$ cat src/rtl/rxlt_pkg.sv
// package for the receive line input and data-link tap
package rxlt_pkg;
    // rail pair codes: {pos, neg}
    localparam logic [1:0] RAIL_NONE = 2'h0;
    localparam logic [1:0] RAIL_NEG = 2'h1;
    localparam logic [1:0] RAIL_POS = 2'h2;
    localparam logic [1:0] RAIL_BAD = 2'h3;
    localparam logic [1:0] RESET_RAILS = 2'h0;

    // decoded line pulse
    typedef struct packed {
        logic pulse;
        logic neg;
        logic invalid;
    } rxlt_pulse_t;

    // word carried through the buffer toward the data-link pins
    typedef struct packed {
        logic data;
        logic mark;
    } rxlt_dl_bit_t;

    localparam int BUF_DEPTH = 2;
endpackage

$ cat src/rtl/rxlt_line_tap.sv
// receive line sampling, rail decode and data-link tap
// Function
// line data on rails or nrz input is sampled by the receive line clock.
// the nrz input gives one bit per receive clock, taken on its rising edge.
// rails 00 no pulse, 01 negative, 10 positive, 11 invalid but counted as a pulse.
// both rail inputs are sampled on the rising receive clock edge.
// with unipolar nrz on one rail the outside ties the other rail to ground.
// with unipolar nrz software selects bipolar format and disables violation counting.
// received nrz data leaves on the data-link output, changing on the falling clock edge.
// every received bit appears on the data-link output, not only selected slots.
// selected data-link bit positions are marked by gapped data-link clock pulses.
// the gapped clock is high during the low clock phase of each selected bit.
// outside selected bits the gapped clock stays low.
// selected bits come from a slot selection input driven by framer control.
module rxlt_line_tap
#(
    parameter int DEPTH = rxlt_pkg::BUF_DEPTH
)
(
    // line clock and reset
    input wire logic rx_line_clk_in,
    input wire logic reset_n_in,
    // line side inputs
    input wire logic rx_nrz_data_in,
    input wire logic rx_pos_rail_in,
    input wire logic rx_neg_rail_in,
    // configuration from framer control
    input wire logic rx_bipolar_format_sel,
    input wire logic dl_slot_select_in,
    // decoded pulse toward the framer
    output rxlt_pkg::rxlt_pulse_t rx_pulse_out,
    output logic rx_nrz_data_out,
    // data-link pins
    output logic rx_clk_out,
    output logic rx_datalink_data_out,
    output logic rx_datalink_gapped_clk_out,
    output logic dl_overflow_out
);
    import rxlt_pkg::*;

    // the buffer indexing below is written for exactly two entries
    if (DEPTH != BUF_DEPTH)
    begin
        $error("rxlt_line_tap: only a two-entry buffer is supported");
    end

    logic [1:0] rails_q;
    logic nrz_q;
    logic samp_valid_q;
    logic slot_q;
    rxlt_pulse_t pulse_d;
    rxlt_pulse_t pulse_q;
    rxlt_dl_bit_t buf_q [DEPTH];
    logic [1:0] count_q;
    logic wr_valid;
    logic wr_ready;
    logic rd_valid;
    logic rd_ready;
    rxlt_dl_bit_t wr_word;
    rxlt_dl_bit_t head_word;
    logic dl_data_q;
    logic dl_mark_q;

    // rising edge capture of rails and nrz input
    always_ff @(posedge rx_line_clk_in)
    begin
        if (!reset_n_in)
        begin
            rails_q <= RESET_RAILS;
            nrz_q <= 1'b0;
            slot_q <= 1'b0;
            samp_valid_q <= 1'b0;
        end
        else
        begin
            rails_q <= {rx_pos_rail_in, rx_neg_rail_in};
            nrz_q <= rx_nrz_data_in;
            slot_q <= dl_slot_select_in;
            samp_valid_q <= 1'b1;
        end
    end

    always_comb
    begin
        pulse_d = '0;
        case (rails_q)
            RAIL_NONE: pulse_d = '0;
            RAIL_NEG: pulse_d = '{pulse: 1'b1, neg: 1'b1, invalid: 1'b0};
            RAIL_POS: pulse_d = '{pulse: 1'b1, neg: 1'b0, invalid: 1'b0};
            default: pulse_d = '{pulse: 1'b1, neg: 1'b0, invalid: 1'b1};
        endcase
    end

    always_ff @(posedge rx_line_clk_in)
    begin
        if (!reset_n_in)
        begin
            pulse_q <= '0;
        end
        else
        begin
            pulse_q <= pulse_d;
        end
    end

    assign rx_pulse_out = pulse_q;
    // in bipolar mode the data bit is the presence of a pulse; else the nrz pin
    assign rx_nrz_data_out = rx_bipolar_format_sel ? pulse_q.pulse : nrz_q;

    // two-entry buffer; the drain takes one word per clock so it never stalls
    // in practice, but an overflow is flagged rather than silently dropped
    assign wr_valid = samp_valid_q;
    assign wr_word = '{data: rx_bipolar_format_sel ? pulse_d.pulse : nrz_q, mark: slot_q};
    assign wr_ready = (count_q != 2'(DEPTH)) || rd_ready;
    assign rd_valid = (count_q != 2'h0);
    assign rd_ready = 1'b1;

    always_ff @(posedge rx_line_clk_in)
    begin
        if (!reset_n_in)
        begin
            count_q <= 2'h0;
            buf_q[0] <= '0;
            buf_q[1] <= '0;
            dl_overflow_out <= 1'b0;
        end
        else
        begin
            dl_overflow_out <= wr_valid && !wr_ready;
            if (rd_valid && rd_ready)
            begin
                buf_q[0] <= buf_q[1];
            end
            if (wr_valid && wr_ready)
            begin
                if (rd_valid && rd_ready)
                begin
                    buf_q[count_q[1]] <= wr_word;
                end
                else
                begin
                    buf_q[count_q[0]] <= wr_word;
                end
            end
            count_q <= count_q + 2'((wr_valid && wr_ready) ? 1 : 0)
                - 2'((rd_valid && rd_ready) ? 1 : 0);
        end
    end

    always_comb
    begin
        head_word = buf_q[0];
    end

    // data-link output changes on the falling line clock edge
    always_ff @(negedge rx_line_clk_in)
    begin
        if (!reset_n_in)
        begin
            dl_data_q <= 1'b0;
            dl_mark_q <= 1'b0;
        end
        else if (rd_valid)
        begin
            dl_data_q <= head_word.data;
            dl_mark_q <= head_word.mark;
        end
        else
        begin
            dl_mark_q <= 1'b0;
        end
    end

    assign rx_datalink_data_out = dl_data_q;
    assign rx_clk_out = rx_line_clk_in;
    // gapped clock: high only while the line clock is low in a marked bit
    assign rx_datalink_gapped_clk_out = dl_mark_q && !rx_line_clk_in;


    // sampled at the rise, the gapped clock shows the low phase just ending
    a_gap_marks_slot: assert property (@(posedge rx_line_clk_in)
        disable iff (!reset_n_in)
        rx_datalink_gapped_clk_out == $past(dl_slot_select_in, 2))
        else $error("gapped clock low phase does not follow slot select");
    a_rail_decode_bad: assert property (@(posedge rx_line_clk_in)
        disable iff (!reset_n_in)
        (rails_q == RAIL_BAD) |=> rx_pulse_out.pulse && rx_pulse_out.invalid)
        else $error("invalid rail pair not decoded as pulse");
    a_rail_decode_neg: assert property (@(posedge rx_line_clk_in)
        disable iff (!reset_n_in)
        rx_neg_rail_in && !rx_pos_rail_in |=> ##1 rx_pulse_out.neg && rx_pulse_out.pulse)
        else $error("negative rail not decoded");
    a_rail_none: assert property (@(posedge rx_line_clk_in)
        disable iff (!reset_n_in)
        !rx_neg_rail_in && !rx_pos_rail_in |=> ##1 !rx_pulse_out.pulse)
        else $error("pulse decoded with no rail active");
    a_nrz_capture: assert property (@(posedge rx_line_clk_in)
        disable iff (!reset_n_in)
        !rx_bipolar_format_sel && !$past(rx_bipolar_format_sel)
        |-> rx_nrz_data_out == $past(rx_nrz_data_in))
        else $error("nrz bit not captured on rising edge");
    a_dl_data_bit: assert property (@(posedge rx_line_clk_in)
        disable iff (!reset_n_in)
        $past(rx_bipolar_format_sel)
        |-> rx_datalink_data_out == ($past(rx_pos_rail_in, 2) || $past(rx_neg_rail_in, 2)))
        else $error("data-link bit does not match the received pulse");
    a_dl_data_nrz: assert property (@(posedge rx_line_clk_in)
        disable iff (!reset_n_in)
        !$past(rx_bipolar_format_sel)
        |-> rx_datalink_data_out == $past(rx_nrz_data_in, 2))
        else $error("data-link bit does not match the nrz input");
    a_no_overflow: assert property (@(posedge rx_line_clk_in)
        disable iff (!reset_n_in)
        !dl_overflow_out)
        else $error("data-link buffer dropped a bit");
    a_buf_count: assert property (@(posedge rx_line_clk_in)
        disable iff (!reset_n_in)
        count_q <= 2'(DEPTH))
        else $error("buffer count beyond depth");
    a_mark_source: assert property (@(negedge rx_line_clk_in)
        disable iff (!reset_n_in)
        !rd_valid |=> !dl_mark_q)
        else $error("mark held without buffered bit");
endmodule

$ cat config.mk
export PLATFORM = sky130hd
export DESIGN_NAME = rxlt_line_tap
export DESIGN_NICKNAME = d
export VERILOG_FILES = /design/src/rtl/rxlt_pkg.sv /design/src/rtl/rxlt_line_tap.sv
export SDC_FILE = /design/constraint.sdc
export NUM_CORES = 1
export LEC_CHECK = 0
export BUFFER_PORTS_ARGS = -buffer_cell sky130_fd_sc_hd__buf_4
export CAP_MARGIN = 20
export CORE_UTILIZATION = 35
export DETAILED_ROUTE_END_ITERATION = 8
export PLACE_DENSITY = 0.59
export SLEW_MARGIN = 25
export SYNTH_ARGS = -nofsm -noshare
export SYNTH_HDL_FRONTEND = slang
export SYNTH_SLANG_ARGS = --single-unit
export TNS_END_PERCENT = 10
$ cat constraint.sdc
create_clock -name rx_line_clk_in -period 1.52 [get_ports rx_line_clk_in]
set_input_delay 0.152 -clock rx_line_clk_in [delete_from_list [all_inputs] [get_ports rx_line_clk_in]]
set_output_delay 0.152 -clock rx_line_clk_in [all_outputs]
set_load 0.005 [all_outputs]
==> metrics.cfg, run 1 <==
[layout]
area_delta_synth_final_pct=41.2
instances_no_fill=103
final_util_pct=55.2
final_layout_size_suffix_gt1_share_pct=33.3
layout.nets=95
n_antenna_cell=0

[flow_run]
drv_cap=0

[timing]
finalClockSkew_ns=0.0670
hold_viol_final=0
worst_hold_slack_ns=0.125
fin_ws_ns=-0.359
setup_viol=3
rsz0062_at_grt=true
timing.setup.tns_ns=-0.617
final-max-slew-violation-count=0

[worst_setup_path]
critPathLaunchType=register
cp_slowest_cell=dfxtp_2
path_buf_inv=1
path_cells=nor2b_4 > buf_6
slowest_delay_ns=0.30
arrival_ns=1.73
r2r-end=rx_datalink_data_out
critPathKind=reg -> out
worstPathMaxFanout=1
r2r_cells=3
rrSetupSlack_ns=0.07
cp-end-kind=output port
path_delay_family=flip-flops
worst_ep_required_time_ns=1.37
rr_startpoint=count_q[0]

[floorplan]
dieHeight_um=44.0
dieWidth_um=44.0
dieArea_sq_mm=0.00193
fp-row-count=14
start_util_pct=39.1
core_sq_mm=0.00158
num_io_pins=15

[min_path]
min_from=rx_bipolar_format_sel
hold_depth=3
hold_path.class=in -> reg
min_delay_worst_endpoint=buf_q[1][1]

[grt]
grt_usage_pct=14.8
antenna_found_initial=0
gr-total-overflow=0
grt_pass1_wl_um=1880
grt_max_degree=18
grt_pass1_vias=510

[routing]
drtPass1Iterations=3
drtIter0Drc=4
antenna_left=0
drc=0
wl_per_cell_um=10.3
vias=494
vias_per_cell=4.80
wl_um=1070

[yosys]
synth_area_per_cell_sq_um=10.5
synth_top_family_by_area=simple AND/OR/NAND/NOR gates
synth_top_area_share_pct=38.9
syn-num-nets=67
synth_compound_area_share_pct=9.33
ys_top_cells_by_area=dfxtp_1 (39%), edfxtp_1 (19%), and2_1 (6.1%), nand2_1 (3.7%), o21ai_0 (3.2%)
synthTopCellsByCount=dfxtp_1 (12), and2_1 (6), nand2_1 (6), nor2_1 (5)
muxShareOfSynthArea_pct=1.83
syn_inst=59
synth.most_common_cell=dfxtp_1
ys_seq_area_share_pct=58.4
synthesis.area_sq_um=617
ys.flop_type=dfxtp_1
yosys.area_share.simple_pct=21.9
async_flop_share_pct=0
synth_seq_cells=16
synth_edf_count=4
synth_fa_ha_area_share_pct=2.03
yosysTopAreaCell=dfxtp_1
yosysUniqueCellTypes=24
synth-xor-area-share_pct=1.42
yosys_warnings=0

[placed_design]
portBuffers=13
dp_hpwl_um=675
placed_cells=88
globalplace.congestion=0.719

[pwr]
ir_drop_v=0.000670
p_leak_nw=0.385
power.total_mw=1.03
power_density_mw_per_mm2=1180

[clock_network]
clk_pin_slew_ns=0.09
cts_setup_buffers=0
clk_latency_ns=0.45
cts_tree=yes

[outcome]
status=complete, but fails checks
violations=negative setup slack

timing repair:
| action | 4_1_cts | 5_1_grt |
|---|---|---|
| hold endpoints to repair | 5 | 0 |
| endpoints found under the setup margin | 3 | 4 |
| resized for setup | 0 | 7 |
| hold buffers | 5 | 0 |
cell usage in the layout, fill, tap and decap left out, drive strengths merged:
cell,netlist,final
buf,3,16
dfxtp,12,12
clkbuf,0,9
nand2,6,6
and2,6,6
dlygate4sd3,0,5
nor2,5,5
o21ai,4,4
edfxtp,4,4
inv,2,3
a21boi,3,3
and2b,2,2
nor2b,2,2
nand3b,1,1
nand3,1,1
or3b,1,1
o211ai,1,1
mux2,1,1
o21a,1,1
and3,1,1
xnor2,1,1
ha,1,1
conb,1,1
metrics by stage:
| stage | instance area [sq um] | setup WS, ns |
|---|---|---|
| after floorplan | 617 | 0.0321 |
| after global placement | 737 | 0.0418 |
| after detailed placement | 737 | 0.00235 |
| after CTS | 851 | -0.381 |
| after global routing | 871 | -0.427 |
| final | 871 | -0.359 |
metal layers:
| layer | vias to the layer above | share of wire (%) | GRT usage, % | wire length, um |
|---|---|---|---|---|
| met1 | 218 | 43 | 12.8 | 456 |
| met2 | 24 | 47 | 21.2 | 505 |
| met4 | 0 | 1.7 | 14.5 | 18 |
| met5 | - | 0 | 0 | 0 |
| met3 | 3 | 8.1 | 11.3 | 86 |
| li1 | 249 | - | - | - |
power by group:
| part | switching [mW] | leakage (nW) | total, mW | internal [mW] |
|---|---|---|---|---|
| combinational | 0.0253 | 0.185 | 0.0699 | 0.0447 |
| clock | 0.218 | 0.0587 | 0.490 | 0.272 |
| sequential | 0.0104 | 0.141 | 0.467 | 0.457 |
| total | 0.254 | 0.385 | 1.03 | 0.773 |
flip-flops by register name (all words and copies together), names as in the netlist:
register / cells
buf_q: 4
count_q: 2
dl_mark_q: 1
nrz_q: 1
rails_q: 2
rx_datalink_data_out: 1
rx_pulse_out: 3
samp_valid_q: 1
slot_q: 1
worst max path at each step:
stage / startpoint / to / slack (ns) / cells past startpoint
floorplan: count_q[1] / rx_datalink_data_out / 0.03 / 3
global placement: count_q[0] / rx_datalink_data_out / 0.04 / 3
detailed placement: count_q[0] / rx_datalink_data_out / 0.002 / 3
CTS: dl_mark_q / rx_datalink_gapped_clk_out / -0.38 / 2
global route: dl_mark_q / rx_datalink_gapped_clk_out / -0.43 / 2
finish: dl_mark_q / rx_datalink_gapped_clk_out / -0.36 / 2
final cells by class:
cell class,count,area (sq um)
Timing Repair Buffer,19,159
Fill cell,155,706
Clock inverter,2,7.51
Multi-Input combinational cell,38,239
Inverter,1,3.75
Sequential cell,16,363
Clock buffer,11,78.8
Tap cell,16,20.0
tightest hold or removal path, stage by stage:
cell     delay (ns)
buf_4          0.10
o21ai_0        0.07
nor2_1         0.08
kinds of logic (layout without fill, tap and decap cells):
group                    count (synthesis)  in the layout
adder cells (fa/ha/maj)                  1              1
flip-flops                              16             16
AND/OR/NAND/NOR                         25             25
buffers and inverters                    5             33
AO/OA/AOI/OAI                            9              9
XOR/XNOR                                 1              1
other                                    1              1
multiplexers                             1              1
No activity file was read; power rests on OpenSTA's default activity.
==> inputs of run 2 (changes only) <==
RECOVER_POWER = 25   (was unset)
==> run 2 against run 1 <==
Against the previous run:
- the flow still finishes with violations (negative setup slack)
- final area decreased by 0.43%
- clock-buffer cell count is the same
- total power down 0.13%
- worst setup slack did not move
- final cell count is the same
- clock skew did not move
- die area unchanged
- highest routed layer unchanged
==> metrics.cfg, run 2 (synthesis gave the netlist of run 1 again) <==
[outcome]
status=complete, but fails checks
violations=negative setup slack

[grt]
grt_max_degree=18  ; unchanged
grt_pass1_wl_um=1880  ; unchanged
grt_pass1_vias=510  ; unchanged
grt_usage_pct=14.8  ; unchanged
antenna_found_initial=0  ; unchanged
gr-total-overflow=0  ; unchanged

[layout]
final_common_cell=buf_4
final_util_pct=55.0  ; -0.24 points
layout.nets=95  ; unchanged
area_delta_synth_final_pct=40.6
final_layout_size_suffix_gt1_share_pct=32.2  ; -1.1 points
largest_reg_flops=4  ; unchanged
n_antenna_cell=0  ; unchanged
mostFrequentLayoutCells=buf_4 (13), dfxtp_1 (10), clkbuf_4 (7)
top_register=buf_q

[floorplan]
dieWidth_um=44.0  ; unchanged
dieHeight_um=44.0  ; unchanged
num_io_pins=15  ; unchanged
start_util_pct=39.1  ; unchanged
core_sq_mm=0.00158  ; unchanged
fp-row-count=14  ; unchanged
dieArea_sq_mm=0.00193  ; unchanged

[pwr]
ir_drop_v=0.000669  ; -0.20%
p_leak_nw=0.380  ; -1.3%
power_density_mw_per_mm2=1180  ; +0.30%

[flow_run]
drv_cap=0  ; unchanged

[worst_setup_path]
path_buf_inv=1  ; unchanged
worst_ep_required_time_ns=1.37  ; about the same
cp_slowest_cell=dfxtp_2
path_cells=nor2b_4 > buf_6
cp-end-kind=output port
arrival_ns=1.73  ; about the same
critPathLaunchType=register
worstPathMaxFanout=1  ; unchanged
critPathKind=reg -> out
slowest_delay_ns=0.30  ; about the same
path_delay_family=flip-flops

[routing]
vias=494  ; unchanged
wl_per_cell_um=10.3  ; -0.19%
drtIter0Drc=4  ; unchanged
vias_per_cell=4.80  ; unchanged
wl_um=1060  ; -0.19%
drc=0  ; unchanged
drtPass1Iterations=3  ; unchanged
antenna_left=0  ; unchanged

[timing]
slew_headroom_pct=60.8
fin_ws_ns=-0.359  ; unchanged
setup_viol=5  ; +2
final-max-slew-violation-count=0  ; unchanged
rsz0062_at_grt=true
hold_viol_final=0  ; unchanged
finalClockSkew_ns=0.0670  ; unchanged
tightest_slew_ns=0.588

[clock_network]
clk_pin_slew_ns=0.09  ; about the same
clk_latency_ns=0.45  ; about the same
cts_setup_buffers=0  ; unchanged
cts_tree=yes

[placed_design]
portBuffers=13  ; unchanged
globalplace.congestion=0.719  ; unchanged
dp_hpwl_um=675  ; unchanged
dp_slack_ns=0.00235  ; unchanged

[min_path]
hold_path.class=in -> reg

-- run 2: cell types whose count changed in the layout (fill, tap and decap cells not counted), sizes merged --
cell    before  now
buf         16   15
clkbuf       9   10
-- run 2: path summary, 6_finish.rpt --
kind | from | to | slack [ns] | cells after the start
setup reg to reg | count_q[0] | rx_datalink_data_out | 0.07 | 3
setup / recovery | dl_mark_q | rx_datalink_gapped_clk_out | -0.36 | 2
hold / removal | rx_bipolar_format_sel | buf_q[1][1] | 0.12 | 3
hold reg to reg | rails_q[1] | rx_pulse_out[1] | 0.47 | 1
-- run 2: final cells by class --
type	count	area (sq um)
Fill cell	157	709
Multi-Input combinational cell	38	239
Clock inverter	2	7.51
Timing Repair Buffer	19	155
Clock buffer	11	78.8
Tap cell	16	20.0
Inverter	1	3.75
Sequential cell	16	363
-- run 2: worst reg2reg max path: stages, from the launching register on --
cell      delay (ns)
dfxtp_1         0.33
nor2_2          0.14
nand2_1         0.06
a21boi_0        0.14
-- run 2: metrics by stage --
| step | area (sq um) | std cells | hold WS, ns | setup TNS [ns] | power (mW) |
|---|---|---|---|---|---|
| 2_1_floorplan | 617 | 59 | 0.180 | 0 | 0.560 |
| 3_3_place_gp | 737 | 88 | 0.233 | 0 | 0.591 |
| 3_5_place_dp | 737 | 88 | 0.233 | 0 | 0.592 |
| 4_1_cts | 851 | 103 | 0.115 | -0.668 | 1.04 |
| 5_1_grt | 867 | 103 | 0.114 | -1.41 | 1.09 |
| 6_report | 867 | 103 | 0.125 | -1.06 | 1.03 |
-- run 2: metal layers --
metal	track usage, %	up-vias	share of wire [%]	wire (um)
met3	11.3	3	8.1	86
li1	-	249	-	-
met4	14.5	0	1.7	18
met5	0	-	0	0
met2	21.2	24	47	505
met1	12.8	218	43	453
-- run 2: repair_timing --
item                       in CTS  in global routing
hold buffers                    5                  0
resized for setup               0                  7
setup endpoints to repair       3                  4
hold endpoints to repair        5                  0
-- run 2: where the power goes --
group / internal (mW) / total (mW) / leakage, nW / switching [mW]
sequential: 0.457 / 0.467 / 0.141 / 0.0104
clock: 0.272 / 0.490 / 0.0587 / 0.218
combinational: 0.0433 / 0.0685 / 0.180 / 0.0253
total: 0.772 / 1.03 / 0.380 / 0.254
